<file path="src/logic/tcsa_pkg.sv">
// Shared constants and types for the temperature conversion sequencer with alarms
package tcsa_pkg;

   // ==========================================================================
   // Channels and data
   // ==========================================================================
   localparam int              NUM_CH      = 5;
   localparam int              CH_W        = 3;
   localparam int              DATA_W      = 8;
   localparam int              ADDR_W      = 8;
   localparam logic [CH_W-1:0] CH_REMOTE1  = 3'h0;
   localparam logic [CH_W-1:0] CH_REMOTE2  = 3'h1;
   localparam logic [CH_W-1:0] CH_REMOTE4  = 3'h3;
   localparam logic [CH_W-1:0] CH_LOCAL    = 3'h4;

   // ==========================================================================
   // Register offsets (byte addresses, one aligned word each)
   // ==========================================================================
   localparam logic [ADDR_W-1:0] OFF_TEMP0    = 8'h00;
   localparam logic [ADDR_W-1:0] OFF_ALERT0   = 8'h14;
   localparam logic [ADDR_W-1:0] OFF_OT1      = 8'h28;
   localparam logic [ADDR_W-1:0] OFF_OT4      = 8'h2C;
   localparam logic [ADDR_W-1:0] OFF_CONFIG   = 8'h30;
   localparam logic [ADDR_W-1:0] OFF_STATUS   = 8'h34;
   localparam logic [ADDR_W-1:0] OFF_INT_STAT = 8'h38;
   localparam logic [ADDR_W-1:0] OFF_INT_MASK = 8'h3C;

   // ==========================================================================
   // Field positions
   // ==========================================================================
   localparam int CFG_FAST_BIT  = 4;
   localparam int STAT_OT1_BIT  = 5;
   localparam int STAT_OT4_BIT  = 6;
   localparam int EVT_CYCLE_BIT = 7;

   // ==========================================================================
   // Values after reset
   // ==========================================================================
   localparam logic [DATA_W-1:0] TEMP_RST      = 8'h00;
   localparam logic [DATA_W-1:0] ALERT_THR_RST = 8'h55;
   localparam logic [DATA_W-1:0] OT_THR_RST    = 8'h6E;
   localparam logic [7:0]        CONFIG_RST    = 8'h00;
   localparam logic [7:0]        INT_MASK_RST  = 8'h00;

   // ==========================================================================
   // Sequencer states
   // ==========================================================================
   typedef enum logic [1:0] {
      SEQ_IDLE  = 2'b00,
      SEQ_START = 2'b01,
      SEQ_WAIT  = 2'b10
   } tcsa_seq_state_type;

endpackage : tcsa_pkg

</file>
<file path="src/logic/tcsa_conv_seq.sv">
// Conversion sequencer: picks the channel for each conversion
`timescale 1ns/1ps
`default_nettype none

module tcsa_conv_seq (
   input  wire logic                     mclk,
   input  wire logic                     rst_n,
   input  wire logic                     fast_mode,
   input  wire logic                     conv_done,
   output logic                          conv_start,
   output logic [tcsa_pkg::CH_W-1:0]     conv_chan
);

   // ==========================================================================
   // State
   // ==========================================================================
   tcsa_pkg::tcsa_seq_state_type    state_reg;
   tcsa_pkg::tcsa_seq_state_type    state_next;
   logic [tcsa_pkg::CH_W-1:0]       chan_reg;
   logic [tcsa_pkg::CH_W-1:0]       chan_next;
   logic [tcsa_pkg::CH_W-1:0]       other_reg;
   logic [tcsa_pkg::CH_W-1:0]       other_next;
   logic                            step;

   assign step       = (state_reg == tcsa_pkg::SEQ_WAIT) && conv_done;
   assign conv_start = (state_reg == tcsa_pkg::SEQ_START);
   assign conv_chan  = chan_reg;

   always_comb begin
      state_next = state_reg;
      case (state_reg)
         tcsa_pkg::SEQ_IDLE:  state_next = tcsa_pkg::SEQ_START;
         tcsa_pkg::SEQ_START: state_next = tcsa_pkg::SEQ_WAIT;
         tcsa_pkg::SEQ_WAIT: begin
            if (conv_done) begin
               state_next = tcsa_pkg::SEQ_START;
            end
         end
         default:             state_next = tcsa_pkg::SEQ_IDLE;
      endcase
   end

   // ==========================================================================
   // Channel order
   // ==========================================================================
   // A mode change takes effect at the next channel step, never mid-conversion
   always_comb begin
      chan_next  = chan_reg;
      other_next = other_reg;
      if (fast_mode) begin
         if (chan_reg == tcsa_pkg::CH_REMOTE1) begin
            chan_next = other_reg;
         end else begin
            chan_next = tcsa_pkg::CH_REMOTE1;
            other_next = (chan_reg == tcsa_pkg::CH_LOCAL) ? tcsa_pkg::CH_REMOTE2
                                                         : chan_reg + 3'h1;
         end
      end else begin
         chan_next = (chan_reg == tcsa_pkg::CH_LOCAL) ? tcsa_pkg::CH_REMOTE1
                                                     : chan_reg + 3'h1;
      end
   end

   always_ff @(posedge mclk or negedge rst_n) begin
      if (!rst_n) begin
         state_reg <= tcsa_pkg::SEQ_IDLE;
      end else begin
         state_reg <= state_next;
      end
   end

   always_ff @(posedge mclk or negedge rst_n) begin
      if (!rst_n) begin
         chan_reg  <= tcsa_pkg::CH_REMOTE1;
         other_reg <= tcsa_pkg::CH_REMOTE2;
      end else if (step) begin
         chan_reg  <= chan_next;
         other_reg <= other_next;
      end
   end

endmodule : tcsa_conv_seq

`default_nettype wire

</file>
<file path="src/logic/tcsa_temp_monitor.sv">
// Temperature monitor top: sequencing, result store, thresholds, alarms, APB
// Operation
// - Default order: channel 1, 2, 3, then onward to local, repeating.
// - Each conversion result is stored in that channel's temperature register.
// - Configuration bit 4 set selects fast channel 1 mode; clear selects default.
// - Fast mode puts a channel 1 measurement between every other channel.
// - Alert threshold for every channel; overtemperature threshold for channels 1, 4.
// - Overtemperature output pulled low while channel 1 or 4 exceeds its limit.
// - Alert output pulled low while any channel exceeds its alert threshold.
// - Exceeded thresholds set status bits; both alarm outputs follow them.
`timescale 1ns/1ps
`default_nettype none

module tcsa_temp_monitor (
   input  wire logic                          mclk,
   input  wire logic                          rst_n,
   // APB slave
   input  wire logic                          psel,
   input  wire logic                          penable,
   input  wire logic                          pwrite,
   input  wire logic [tcsa_pkg::ADDR_W-1:0]   paddr,
   input  wire logic [31:0]                   pwdata,
   output logic      [31:0]                   prdata,
   output logic                               pready,
   output logic                               pslverr,
   // Converter handshake
   output logic                               conv_start,
   output logic      [tcsa_pkg::CH_W-1:0]     conv_chan,
   input  wire logic                          conv_done,
   input  wire logic [tcsa_pkg::DATA_W-1:0]   conv_data,
   // Open-drain alarm pins
   output logic                               alert_out,
   output logic                               alert_oe,
   output logic                               overtemp_alarm_out,
   output logic                               overtemp_alarm_oe,
   // Interrupt
   output logic                               irq
);

   // ==========================================================================
   // Declarations
   // ==========================================================================
   localparam int NCH = tcsa_pkg::NUM_CH;
   localparam int DW  = tcsa_pkg::DATA_W;

   logic [DW-1:0]   temp_reg      [NCH];
   logic [DW-1:0]   alert_thr_reg [NCH];
   logic [DW-1:0]   ot_thr_reg    [2];
   logic [7:0]      config_reg;
   logic [NCH-1:0]  alert_stat_reg;
   logic [1:0]      ot_stat_reg;
   logic [7:0]      int_stat_reg;
   logic [7:0]      int_mask_reg;
   logic [31:0]     prdata_reg;

   logic            setup_phase;
   logic            access_phase;
   logic            wr_en;
   logic            rd_en;
   logic            addr_hit;
   logic [31:0]     rd_mux;
   logic [NCH-1:0]  alert_rise;
   logic [1:0]      ot_rise;
   logic [7:0]      int_events;
   logic [7:0]      int_clear;
   logic            fast_mode;

   // ==========================================================================
   // Conversion sequencer
   // ==========================================================================
   assign fast_mode = config_reg[tcsa_pkg::CFG_FAST_BIT];

   tcsa_conv_seq u_seq (
      .mclk       (mclk),
      .rst_n      (rst_n),
      .fast_mode  (fast_mode),
      .conv_done  (conv_done),
      .conv_start (conv_start),
      .conv_chan  (conv_chan)
   );

   // ==========================================================================
   // APB decode
   // ==========================================================================
   // Zero wait states: every access completes in its first access cycle
   assign setup_phase  = psel && !penable;
   assign access_phase = psel && penable;
   assign wr_en        = access_phase && pwrite && addr_hit;
   assign rd_en        = access_phase && !pwrite && addr_hit;
   assign pready       = 1'b1;
   assign pslverr      = access_phase && !addr_hit;
   assign prdata       = prdata_reg;

   always_comb begin
      addr_hit = 1'b0;
      rd_mux   = 32'h0000_0000;
      for (int k = 0; k < NCH; k++) begin
         if (paddr == 8'(tcsa_pkg::OFF_TEMP0 + 4 * k)) begin
            addr_hit = 1'b1;
            rd_mux   = {24'h00_0000, temp_reg[k]};
         end
         if (paddr == 8'(tcsa_pkg::OFF_ALERT0 + 4 * k)) begin
            addr_hit = 1'b1;
            rd_mux   = {24'h00_0000, alert_thr_reg[k]};
         end
      end
      case (paddr)
         tcsa_pkg::OFF_OT1: begin
            addr_hit = 1'b1;
            rd_mux   = {24'h00_0000, ot_thr_reg[0]};
         end
         tcsa_pkg::OFF_OT4: begin
            addr_hit = 1'b1;
            rd_mux   = {24'h00_0000, ot_thr_reg[1]};
         end
         tcsa_pkg::OFF_CONFIG: begin
            addr_hit = 1'b1;
            rd_mux   = {24'h00_0000, config_reg};
         end
         tcsa_pkg::OFF_STATUS: begin
            addr_hit = 1'b1;
            rd_mux   = {25'h000_0000, ot_stat_reg, alert_stat_reg};
         end
         tcsa_pkg::OFF_INT_STAT: begin
            addr_hit = 1'b1;
            rd_mux   = {24'h00_0000, int_stat_reg};
         end
         tcsa_pkg::OFF_INT_MASK: begin
            addr_hit = 1'b1;
            rd_mux   = {24'h00_0000, int_mask_reg};
         end
         default: begin
         end
      endcase
   end

   // Read data is captured in the setup cycle so it comes from a flip-flop
   always_ff @(posedge mclk or negedge rst_n) begin
      if (!rst_n) begin
         prdata_reg <= 32'h0000_0000;
      end else if (setup_phase) begin
         prdata_reg <= pwrite ? 32'h0000_0000 : rd_mux;
      end
   end

   // ==========================================================================
   // Configuration and interrupt mask
   // ==========================================================================
   always_ff @(posedge mclk or negedge rst_n) begin
      if (!rst_n) begin
         config_reg <= tcsa_pkg::CONFIG_RST;
      end else if (wr_en && paddr == tcsa_pkg::OFF_CONFIG) begin
         config_reg <= pwdata[7:0];
      end
   end

   always_ff @(posedge mclk or negedge rst_n) begin
      if (!rst_n) begin
         int_mask_reg <= tcsa_pkg::INT_MASK_RST;
      end else if (wr_en && paddr == tcsa_pkg::OFF_INT_MASK) begin
         int_mask_reg <= pwdata[7:0];
      end
   end

   // ==========================================================================
   // Per-channel result store and alert comparison
   // ==========================================================================
   // Status follows the stored result only; a threshold write alone does not
   // re-evaluate it, so the next conversion of that channel settles it
   for (genvar i = 0; i < NCH; i++) begin : g_chan
      localparam logic [tcsa_pkg::ADDR_W-1:0] THR_ADDR =
         8'(tcsa_pkg::OFF_ALERT0 + 4 * i);
      logic hit;
      logic over;

      assign hit           = conv_done && (conv_chan == tcsa_pkg::CH_W'(i));
      assign over          = conv_data > alert_thr_reg[i];
      assign alert_rise[i] = hit && over && !alert_stat_reg[i];

      always_ff @(posedge mclk or negedge rst_n) begin
         if (!rst_n) begin
            temp_reg[i] <= tcsa_pkg::TEMP_RST;
         end else if (hit) begin
            temp_reg[i] <= conv_data;
         end
      end

      always_ff @(posedge mclk or negedge rst_n) begin
         if (!rst_n) begin
            alert_thr_reg[i] <= tcsa_pkg::ALERT_THR_RST;
         end else if (wr_en && paddr == THR_ADDR) begin
            alert_thr_reg[i] <= pwdata[DW-1:0];
         end
      end

      always_ff @(posedge mclk or negedge rst_n) begin
         if (!rst_n) begin
            alert_stat_reg[i] <= 1'b0;
         end else if (hit) begin
            alert_stat_reg[i] <= over;
         end
      end
   end

   // ==========================================================================
   // Overtemperature thresholds, channels 1 and 4 only
   // ==========================================================================
   for (genvar j = 0; j < 2; j++) begin : g_ot
      localparam logic [tcsa_pkg::CH_W-1:0]   OT_CHAN =
         (j == 0) ? tcsa_pkg::CH_REMOTE1 : tcsa_pkg::CH_REMOTE4;
      localparam logic [tcsa_pkg::ADDR_W-1:0] OT_ADDR =
         (j == 0) ? tcsa_pkg::OFF_OT1 : tcsa_pkg::OFF_OT4;
      logic hit;
      logic over;

      assign hit        = conv_done && (conv_chan == OT_CHAN);
      assign over       = conv_data > ot_thr_reg[j];
      assign ot_rise[j] = hit && over && !ot_stat_reg[j];

      always_ff @(posedge mclk or negedge rst_n) begin
         if (!rst_n) begin
            ot_thr_reg[j] <= tcsa_pkg::OT_THR_RST;
         end else if (wr_en && paddr == OT_ADDR) begin
            ot_thr_reg[j] <= pwdata[DW-1:0];
         end
      end

      always_ff @(posedge mclk or negedge rst_n) begin
         if (!rst_n) begin
            ot_stat_reg[j] <= 1'b0;
         end else if (hit) begin
            ot_stat_reg[j] <= over;
         end
      end
   end

   // ==========================================================================
   // Alarm pins
   // ==========================================================================
   // Open drain: the pin is only ever pulled low, never driven high
   assign alert_out          = 1'b0;
   assign alert_oe           = |alert_stat_reg;
   assign overtemp_alarm_out = 1'b0;
   assign overtemp_alarm_oe  = |ot_stat_reg;

   // ==========================================================================
   // Interrupt status
   // ==========================================================================
   assign int_events[NCH-1:0]                = alert_rise;
   assign int_events[tcsa_pkg::STAT_OT1_BIT] = ot_rise[0];
   assign int_events[tcsa_pkg::STAT_OT4_BIT] = ot_rise[1];
   assign int_events[tcsa_pkg::EVT_CYCLE_BIT] =
      conv_done && (conv_chan == tcsa_pkg::CH_LOCAL);

   // Only bits that the read returned are cleared, so an event landing
   // between the setup and access cycles survives; a new event beats a clear
   assign int_clear = (rd_en && paddr == tcsa_pkg::OFF_INT_STAT) ?
                      prdata_reg[7:0] : 8'h00;

   always_ff @(posedge mclk or negedge rst_n) begin
      if (!rst_n) begin
         int_stat_reg <= 8'h00;
      end else begin
         int_stat_reg <= (int_stat_reg & ~int_clear) | int_events;
      end
   end

   assign irq = |(int_stat_reg & int_mask_reg);

endmodule : tcsa_temp_monitor

`default_nettype wire

</file>
<file path="config.mk">
export PLATFORM = sky130hd
export DESIGN_NAME = tcsa_temp_monitor
export DESIGN_NICKNAME = d
export VERILOG_FILES = /design/src/logic/tcsa_pkg.sv /design/src/logic/tcsa_conv_seq.sv /design/src/logic/tcsa_temp_monitor.sv
export SDC_FILE = /design/constraint.sdc
export NUM_CORES = 1
export LEC_CHECK = 0
export BUFFER_PORTS_ARGS = -buffer_cell sky130_fd_sc_hd__buf_4
export CAP_MARGIN = 20
export CORE_MARGIN = 10
export CORE_UTILIZATION = 51
export DETAILED_ROUTE_END_ITERATION = 6
export GPL_ROUTABILITY_DRIVEN = 0
export GPL_TIMING_DRIVEN = 0
export PLACE_DENSITY = 0.83
export SLEW_MARGIN = 20
export SYNTH_ARGS = -nofsm -noshare
export SYNTH_HDL_FRONTEND = slang
export SYNTH_SLANG_ARGS = --single-unit
export TNS_END_PERCENT = 50
</file>
<file path="constraint.sdc">
create_clock -name mclk -period 2.1 [get_ports mclk]
set_clock_uncertainty 0.1 [all_clocks]
set_input_delay 0.105 -clock mclk [delete_from_list [all_inputs] [get_ports mclk]]
set_output_delay 0.105 -clock mclk [all_outputs]
set_load 0.01 [all_outputs]
</file>
==> results of run 1 <==
[where the power goes]
group	internal, mW	switching (mW)	total, mW	leakage (nW)
Combinational	0.834	0.932	1.77	2.99
Sequential	3.23	0.334	3.56	1.67
Clock	1.78	1.25	3.04	0.269
[logic make-up (layout without fill, tap and decap cells)]
family,count (synthesis),after routing,synth area share
muxes,83,83,0.109
adders and majority gates,61,61,0.0881
and+or+nand+nor,234,234,0.140
DFF,143,143,0.418
buffers and inverters,138,209,0.0741
other,2,27,0.000867
AOI/OAI and AO/OA,234,234,0.171
[layer usage]
metal | vias up | global-route usage | wire (um)
met2 | 520 | 0.367 | 12200
met3 | 155 | 0.0759 | 3120
met1 | 3579 | 0.285 | 10100
li1 | 3326 | - | -
met5 | - | 0 | 0
met4 | 0 | 0.157 | 1770
[timing repair]
action	CTS	global route
endpoints found under the hold margin	94	0
gates resized for setup	11	15
setup endpoints to repair	25	21
hold buffers	4	0
gates cloned	0	0
pin swaps	0	3
setup buffers	0	0
[cell usage after synthesis (5+ instances only)]
master	instances	area share
dfrtp_1	112	0.32
nand2_1	103	0.045
o21ai_0	84	0.049
inv_1	67	0.029
mux2_2	67	0.087
ha_1	61	0.088
a21oi_1	49	0.028
nor2_1	39	0.017
dfstp_2	31	0.094
buf_4	27	0.023
clkbuf_1	26	0.011
nor2b_1	17	0.012
nand4_1	16	0.012
buf_2	12	0.0069
mux2i_1	12	0.014
o31ai_1	12	0.010
a21o_1	11	0.0095
nand3_1	10	0.0058
a22oi_1	9	0.0078
nor3_4	9	0.017
a22o_1	8	0.0081
nor3_1	7	0.0040
a31oi_1	6	0.0043
nand2b_1	6	0.0043
o22ai_1	6	0.0043
buf_1	5	0.0022
o21a_1	5	0.0043
o2bb2ai_1	5	0.0051
o32ai_1	5	0.0051
[cell type report]
type	count	area [um2]	area share
well taps	220	275	0.0273
multi-input cells	639	4610	0.456
repair buffers	40	338	0.0335
clock inverters	12	138	0.0136
flip-flops and latches	143	3620	0.358
clock buffers	20	447	0.0442
inverters	67	251	0.0249
plain buffers	70	420	0.0416
[metrics by stage]
stage | power (mW) | setup TNS (ns) | cells
global placement | 5.14 | -23.55 | 1175
finish | 8.37 | 0 | 1211
CTS | 8.29 | 0 | 1212
detailed placement | 5.24 | -23.60 | 1176
global route | 8.67 | 0 | 1211
floorplan | 4.61 | -0.498 | 920
[worst max-delay path by stage]
stage                                  from         endpoint  slack (ns)  cells past startpoint
after floorplan                    paddr[0]  int_mask_reg[0]       -0.05                      6
after global placement             paddr[2]  int_stat_reg[1]       -0.93                      7
after detailed placement           paddr[2]        prdata[2]       -0.85                      9
after CTS                 alert_thr_reg[33]  int_stat_reg[0]       0.005                      8
after global routing          ot_thr_reg[9]  int_stat_reg[5]     0.00005                      8
final                              paddr[4]        prdata[5]        0.01                     10
==> results.json, run 1 <==
{
  "status": "complete, no violations",
  "cp_slowest_cell": "buf_2",
  "rsz0062_at_grt": "false",
  "timing.final.max_slew_violations": 0,
  "synth_cell_types": 66,
  "fin_area_um2": 10100,
  "r2r-end": "prdata[6]",
  "total_global_routing_overflow": 0,
  "power_density_nw_per_um2": 829,
  "initial_utilization": 0.520,
  "syn_avg_cell_area_um2": 9.68,
  "path_max_fanout": 10,
  "crit_family": "buffers and inverters",
  "route.vias.total": 7580,
  "worstSetupStartpointType": "input port",
  "routedWlPerCell_um": 22.4,
  "worst_pin_slew_ns": 0.938,
  "hold_path_depth": 2,
  "dr.first_iter.drc_count": 1045,
  "design.die.area_um2": 22600,
  "placed_area_um2": 9370,
  "layout-drive-gt1-share": 0.248,
  "arrival_worst_endpoint_ns": 2.30,
  "placementRows": 47,
  "final_common_cell": "dfrtp_1",
  "place.port_buffers": 35,
  "timing_hold_violations_final": 0,
  "io_pins": 97,
  "drtPass1Iterations": 6,
  "core_box_area_um2": 16600,
  "clock_insertion_delay_worst_skew_ns": 0.45,
  "critPathRequiredTime_ns": 2.32,
  "timing.critical_path.slowest_cell_delay_ns": 0.37,
  "clock_sink_total": 143,
  "reg2reg_setup_slack_ns": 0.05,
  "synth_cells": 895,
  "finalWorstSetupSlack_ns": 0.0143,
  "layout_min_cycle_time_ns": 2.09,
  "min_from": "conv_data[3]",
  "clock_transition_at_the_registers_of_the_reported_paths_ns": 0.06,
  "groute.usage.overall": 0.240,
  "area.growth.synth_to_final_pct": 16.6,
  "reg2reg_from": "temp_reg[14]",
  "holdWs_ns": 0.0189,
  "h-tree-depth": 4,
  "clk_path_buf_depth": 2,
  "num-nets-final": 1093,
  "clockRootBuffer": "clkbuf_16",
  "cts-buffers-inserted": 17,
  "hold_path_class": "input port to register",
  "mapped_cell_area_um2": 8660,
  "die_y_um": 150,
  "drtAntennaViolNets": 0,
  "number_of_synthesized_flops_with_an_enable_pin": 0,
  "worst_ir_drop_on_vdd_mv": 0.683,
  "pin_count_of_the_biggest_net_entering_global_routing": 80,
  "yosys_most_used_dff": "dfrtp_1",
  "antennaDiodeCount": 0,
  "vias_per_cell": 6.26,
  "final.period_utilization": 0.993,
  "crit_buf_inv": 4,
  "synth_seq_area_share": 0.418,
  "post-dp-hpwl_um": 18800,
  "tritoncts": "yes",
  "worstSetupPathType": "input port to register",
  "cell_mode_on_critical_path": "buf_2",
  "fmaxAchievable_mhz": 479,
  "placement.setup.worst_slack_ns": -0.849,
  "fp.dieW_um": 150,
  "min_delay_worst_endpoint": "temp_reg[11]",
  "number_of_filler_cells_placed_in_the_layout": 1310,
  "drc": 0,
  "final_core_util": 0.607,
  "antenna_found_initial": 0,
  "most-common-layout-cells": "dfrtp_1, nand2_1, o21ai_0",
  "drv.max_cap_violation_count": 0,
  "grt_pass1_vias": 7544,
  "synth_seq_cells": 143,
  "power.static_leakage_nw": 4.92,
  "postRouteWirelength_um": 27200,
  "setup_viol": 0,
  "relSlewSlack": 0.375,
  "cells_on_worst_reg2reg_path": 6,
  "synthArstFlopShare": 1.00,
  "synth.yosys.warnings": 0,
  "cp_cell_sequence": "buf_4 > buf_2 > buf_2 > buf_2 > mux2i_1 > nand2_1 > o311ai_0 > o211ai_1 > a21oi_1 > o31ai_1",
  "crit_path_end_kind": "register",
  "grt_first_pass_wirelength_um": 41500
}
Note: power is estimated with default switching activity, not from simulation.
==> run 2, diff against run 1 <==
- SYNTH_HIERARCHICAL: unset -> 1
- clock period: 2.1 -> 2.05 ns (I/O delays scaled with it)
==> run 2 against run 1 <==
Global-route usage is 0.41 points lower. Sequential cell count is the same. Critical path depth decreased by 4. Total power rose by 8.8%. First-iteration DRC count down 2.4%. Critical endpoint is now prdata[4]. Largest cell class unchanged. Highest routed layer unchanged.
==> results.json, run 2 <==
{
  "timing_hold_violations_final": 0,
  "worst_ir_drop_on_vdd_mv": 0.695,
  "placement.setup.worst_slack_ns": -0.539,
  "postRouteWirelength_um": 26400,
  "synthArstFlopShare": 1.00,
  "worst_pin_slew_ns": 0.757,
  "crit_path_end_kind": "register",
  "drc": 0,
  "synth_seq_cells": 143,
  "r2r-end": "prdata[4]",
  "clock_sink_total": 143,
  "grt_first_pass_wirelength_um": 41200,
  "synthTopCellsByArea": "dfrtp_1, dfstp_2, ha_1",
  "power.share.switching": 0.285,
  "synth.yosys.warnings": 6,
  "drv.max_cap_violation_count": 0,
  "hold_path_class": "input port to register",
  "reg2reg_from": "alert_thr_reg[36]",
  "grt_pass1_vias": 7450,
  "fmaxAchievable_mhz": 498,
  "drtPass1Iterations": 7,
  "layout-drive-gt1-share": 0.254,
  "antennaDiodeCount": 0,
  "placementRows": 47,
  "clock_insertion_delay_worst_skew_ns": 0.43,
  "area.growth.synth_to_final_pct": 18.4,
  "p_clk_frac": 0.380,
  "final_core_util": 0.614,
  "path_depth": 6,
  "arrival_worst_endpoint_ns": 2.21,
  "groute.usage.overall": 0.236,
  "finalWorstSetupSlack_ns": 0.0435,
  "final.period_utilization": 0.979,
  "synth_top_cells_by_count": "dfrtp_1, nand2_1, o21ai_0",
  "synth_largest_type_area_fraction": 0.327,
  "initial_utilization": 0.519,
  "timing.critical_path.slowest_cell_delay_ns": 0.53,
  "internal-power_mw": 6.51,
  "route.vias.total": 7456,
  "clock_transition_at_the_registers_of_the_reported_paths_ns": 0.06,
  "synth_cells": 875,
  "design.die.area_um2": 22400,
  "cp_slowest_cell": "dfstp_2",
  "number_of_synthesized_flops_with_an_enable_pin": 0,
  "reg2reg_setup_slack_ns": 0.04,
  "post-layout-total-power_mw": 9.10,
  "setup_viol": 0,
  "place.port_buffers": 35,
  "layout_min_cycle_time_ns": 2.01,
  "core_box_area_um2": 16500,
  "final_common_cell": "dfrtp_1",
  "h-tree-depth": 4,
  "total_global_routing_overflow": 0,
  "most-common-layout-cells": "dfrtp_1, nand2_1, o21ai_0",
  "post-dp-hpwl_um": 18700,
  "num-nets-final": 1084,
  "critPathRequiredTime_ns": 2.25,
  "relSlewSlack": 0.491,
  "yosys_most_used_dff": "dfrtp_1",
  "switching_power_mw": 2.60,
  "antenna_found_initial": 0,
  "area_of_the_multi_input_gates_um2": 4490,
  "crit_path_start": "alert_thr_reg[36]",
  "tritoncts": "yes",
  "timing.final.max_slew_violations": 0,
  "cp_cell_sequence": "inv_1 > o221ai_1 > a22oi_1 > o32ai_1 > o211ai_1 > o311ai_0",
  "sequentialPowerShare": 0.413,
  "die_y_um": 150,
  "vias_per_cell": 6.19,
  "synth_cell_types": 64,
  "crit_end": "prdata[4]",
  "yosysTopAreaCell": "dfrtp_1",
  "cts-buffers-inserted": 17,
  "layout.area.seq_um2": 3620,
  "io_pins": 97,
  "path_max_fanout": 2,
  "power.static_leakage_nw": 4.79,
  "routedWlPerCell_um": 21.9,
  "syn_avg_cell_area_um2": 9.80,
  "power.combinational.fraction": 0.206,
  "rsz0062_at_grt": "true",
  "power_density_nw_per_um2": 897,
  "synth_seq_area_share": 0.422,
  "drtAntennaViolNets": 0,
  "crit_family": "compound AO/OA/AOI/OAI gates",
  "leading_cell_type_by_number_of_instances_after_synthesis": "dfrtp_1",
  "worstSetupStartpointType": "register",
  "crit_buf_inv": 1,
  "worstSetupPathType": "register to register",
  "clockRootBuffer": "clkbuf_16",
  "clk_path_buf_depth": 2,
  "number_of_filler_cells_placed_in_the_layout": 1313,
  "status": "complete, no violations",
  "mapped_cell_area_um2": 8570,
  "dr.first_iter.drc_count": 1020,
  "fp.dieW_um": 150,
  "cells_on_worst_reg2reg_path": 6,
  "pin_count_of_the_biggest_net_entering_global_routing": 87
}
## run 2: through the flow
| stage | hold WS, ns | TNS (ns) | instances | area (um2) |
|---|---|---|---|---|
| after floorplan | -0.293 | 0 | 900 | 8670 |
| after global placement | 0.294 | -19.13 | 1155 | 9210 |
| after detailed placement | -0.0387 | -22.17 | 1156 | 9240 |
| after CTS | 0.00307 | 0 | 1204 | 10100 |
| after global routing | 0.0348 | -0.288 | 1205 | 10200 |
| final | 0.00384 | 0 | 1205 | 10200 |
## run 2: area by class of cell
class                      instances  area share
multi-input combinational        623       0.442
inverter                          65      0.0240
buffer                            69      0.0403
sequential                       143       0.356
tap                              220      0.0271
clock inverter                    11      0.0182
clock buffer                      21      0.0463
timing repair buffer              53      0.0454
## run 2: timing repair
item,in CTS,in global routing
gates cloned,0,0
pin swaps,1,5
hold buffers,14,0
setup buffers,2,1
setup endpoints to repair,33,44
resized for setup,10,20
endpoints found under the hold margin,185,0
## run 2: worst min-delay path by stage
stage / from / to / slack [ns] / cells after the start
4_1_cts: pwrite / int_stat_reg[2] / 0.003 / 5
3_5_place_dp: rst_n / temp_reg[17] / -0.04 / 1
6_report: pwrite / int_stat_reg[2] / 0.004 / 5
5_1_grt: conv_data[4] / temp_reg[28] / 0.03 / 2
3_3_place_gp: conv_data[0] / temp_reg[0] / 0.29 / 2
2_1_floorplan: rst_n / alert_stat_reg[0] / -0.29 / 0
## run 2: tightest hold or removal path: stages
cell and delay [ns]:
buf_4 0.11, nor4_2 0.09, nand2_1 0.09, nand2_1 0.05, o21ai_0 0.06
## run 2: per-layer routing
metal / global-route usage / routed length, um
met5: 0 / 0
met1: 0.302 / 10200
met3: 0.0652 / 3100
met2: 0.361 / 11700
met4: 0.113 / 1350
## run 2: logic make-up (layout without fill, tap and decap cells)
family | count (synthesis) | after routing | synth area share
mux | 89 | 89 | 0.117
flops | 143 | 143 | 0.422
buf+inv | 134 | 219 | 0.0749
compound gates | 221 | 221 | 0.163
other cells | 2 | 27 | 0.000876
fa+ha+maj | 58 | 58 | 0.0846
simple gates | 228 | 228 | 0.138
## run 2: power groups by stage
stage	combinational (mW)	clock, mW	sequential (mW)
global route	2.03	3.60	3.82
floorplan	1.20	0	3.66
global placement	1.69	0	3.73
detailed placement	1.77	0	3.77
finish	1.88	3.46	3.76
CTS	1.82	3.47	3.73
==> run 3, diff against run 2 <==
- ABC_CLOCK_PERIOD_IN_PS: unset -> 1900
- SYNTH_HIERARCHICAL: 1 -> unset
- clock period: 2.05 -> 1.9 ns (I/O delays scaled with it)
==> run 3 against run 2 <==
The run now ends with DRC, setup timing left. Count of clock-buffer cells in the layout increased by 1. Via count is 5.5% higher. Cell area is 4.7% higher. Fmax grew 0.55%. Non-clock buffer count stayed put. Routed wire length up 9.7%. Critical path depth increased by 2. First-iteration DRC count rose by 14%. Sequential cell count is the same. Critical endpoint is now ot_stat_reg[0]. Largest cell class unchanged. Largest power group unchanged. Highest routed layer unchanged.
==> results.json, run 3 (same netlist as run 1, synthesis figures left out) <==
{
  "groute.layer.met2.usage": 0.375,
  "dp_cells": 1176,
  "globalRoute.busiestLayer": "met2",
  "timing.critical_path.slowest_cell_delay_ns": 0.54,
  "power.combinational.fraction": 0.214,
  "use_met3": 0.0846,
  "antennaDiodeCount": 0,
  "worst_pin_slew_ns": 0.914,
  "clockRootBuffer": "clkbuf_16",
  "clock_insertion_delay_worst_skew_ns": 0.44,
  "placementRows": 47,
  "area.growth.synth_to_final_pct": 22.7,
  "clock_sink_total": 143,
  "dr.first_iter.drc_count": 1163,
  "sequentialPowerShare": 0.404,
  "setup_viol": 10,
  "cp_slowest_cell": "dfstp_2",
  "relSlewSlack": 0.391,
  "h-tree-depth": 4,
  "final-instance-count-excl-fill": 1223,
  "fmaxAchievable_mhz": 501,
  "routedWlPerCell_um": 23.6,
  "pin_count_of_the_biggest_net_entering_global_routing": 97,
  "final_common_cell": "dfrtp_1",
  "timing_hold_violations_final": 0,
  "clk_path_buf_depth": 2,
  "worstSetupPathType": "register to register",
  "drtAntennaViolNets": 0,
  "die_y_um": 150,
  "grt_pass1_vias": 7620,
  "tritoncts": "yes",
  "violated_checks": "DRC, setup timing",
  "num-nets-final": 1105,
  "initial_utilization": 0.520,
  "status": "complete, but fails checks",
  "grt_use_met1": 0.299,
  "rsz0062_at_grt": "true",
  "drc": 23,
  "crit_path_end_kind": "register",
  "power.share.switching": 0.288,
  "antenna_found_initial": 0,
  "worst_ir_drop_on_vdd_mv": 0.648,
  "crit_buf_inv": 1,
  "p_clk_frac": 0.382,
  "worstSetupStartpointType": "register",
  "number_of_filler_cells_placed_in_the_layout": 1232,
  "placement.setup.worst_slack_ns": -1.22,
  "io_pins": 97,
  "cts-buffers-inserted": 17,
  "vias_per_cell": 6.43,
  "clock_transition_at_the_registers_of_the_reported_paths_ns": 0.06,
  "route.vias.total": 7867,
  "switching_power_mw": 2.81,
  "place.port_buffers": 35,
  "hold_path_depth": 2,
  "drtPass1Iterations": 7,
  "final.period_utilization": 1.05,
  "cells_on_worst_reg2reg_path": 8,
  "timing.final.max_slew_violations": 0,
  "critPathRequiredTime_ns": 2.11,
  "most-common-layout-cells": "dfrtp_1, nand2_1, buf_4",
  "arrival_worst_endpoint_ns": 2.21,
  "post-dp-hpwl_um": 19100,
  "layout_min_cycle_time_ns": 2.00,
  "grt_first_pass_wirelength_um": 42400,
  "drv.max_cap_violation_count": 0,
  "power_density_nw_per_um2": 920,
  "crit_family": "compound AO/OA/AOI/OAI gates",
  "cp_cell_sequence": "inv_4 > ha_4 > nor2b_4 > o21a_1 > o21ai_1 > a21oi_1 > o31ai_2 > nand2_1",
  "design.die.area_um2": 22600,
  "internal-power_mw": 6.97,
  "layout-drive-gt1-share": 0.308,
  "hold_path_class": "input port to register",
  "core_box_area_um2": 16600,
  "postRouteWirelength_um": 28900,
  "path_depth": 8,
  "fp.dieW_um": 150,
  "finalWorstSetupSlack_ns": -0.0955,
  "path_max_fanout": 2,
  "groute.usage.overall": 0.247,
  "power.static_leakage_nw": 5.08,
  "total_global_routing_overflow": 0
}
[run 3: changes by cell type in the layout (fill, tap and decap cells not counted), sizes merged, moves of 6 or more]
cell	before	now
a22o	1	8
dlygate4sd3	14	5
nand2	95	103
o221ai	6	0
[run 3: what timing repair did]
item / 4_1_cts / 5_1_grt
setup buffers: 1 / 12
setup endpoints to repair: 65 / 52
resized for setup: 44 / 58
gates cloned: 0 / 0
hold buffers: 5 / 0
pin swaps: 14 / 24
hold endpoints to repair: 141 / 0
[run 3: worst reg2reg max path, stage by stage, from the launching register on]
cell and delay (ns):
dfstp_2 0.54, inv_4 0.04, ha_4 0.21, nor2b_4 0.12, o21a_1 0.17, o21ai_1 0.11
a21oi_1 0.09, o31ai_2 0.38, nand2_1 0.11
[run 3: power groups by stage]
| stage | clock, mW | sequential (mW) | combinational (mW) |
|---|---|---|---|
| 2_1_floorplan | 0 | 3.85 | 1.25 |
| 3_3_place_gp | 0 | 3.94 | 1.78 |
| 3_5_place_dp | 0 | 3.95 | 1.86 |
| 4_1_cts | 3.72 | 3.92 | 1.94 |
| 5_1_grt | 3.86 | 4.00 | 2.25 |
| 6_report | 3.73 | 3.95 | 2.09 |
[run 3: stage by stage]
step | area, um2 | power, mW | hold slack, ns | TNS, ns | util
after floorplan | 8870 | 5.10 | -0.301 | -7.03 | -
after global placement | 9400 | 5.71 | 0.305 | -45.79 | 0.565
after detailed placement | 9450 | 5.81 | -0.0787 | -45.70 | 0.568
after CTS | 10300 | 9.58 | 0.0153 | -0.330 | 0.620
after global routing | 10600 | 10.1 | 0.0217 | -0.688 | 0.638
final | 10600 | 9.78 | 0.0347 | -0.438 | 0.638
[run 3: final timing paths]
| path | from | end | slack [ns] |
|---|---|---|---|
| max | ot_thr_reg[9] | ot_stat_reg[0] | -0.1 |
| min | conv_data[4] | temp_reg[28] | 0.03 |
| max reg2reg | ot_thr_reg[9] | ot_stat_reg[0] | -0.1 |
| min reg2reg | u_seq.state_reg[0] | u_seq.state_reg[0] | 0.36 |
| max in group asynchronous | rst_n | u_seq.other_reg[0] | 0.84 |
| min in group asynchronous | rst_n | alert_stat_reg[3] | 0.05 |
[run 3: layout make-up]
class	instances	area [um2]	area share
Clock buffer	22	464	0.0437
Clock inverter	10	185	0.0174
Tap cell	220	275	0.0259
Multi-Input combinational cell	639	4900	0.461
Timing Repair Buffer	54	458	0.0431
Buffer	68	473	0.0445
Inverter	67	256	0.0241
Sequential cell	143	3620	0.340
[run 3: routing by layer]
layer  vias to the layer above  part of all wire  wire length (um)
met4                         0             0.061              1760
met1                      3785              0.37             10600
li1                       3347                 -                 -
met5                         -                 0                 0
met2                       563              0.44             12800
met3                       172              0.13              3690
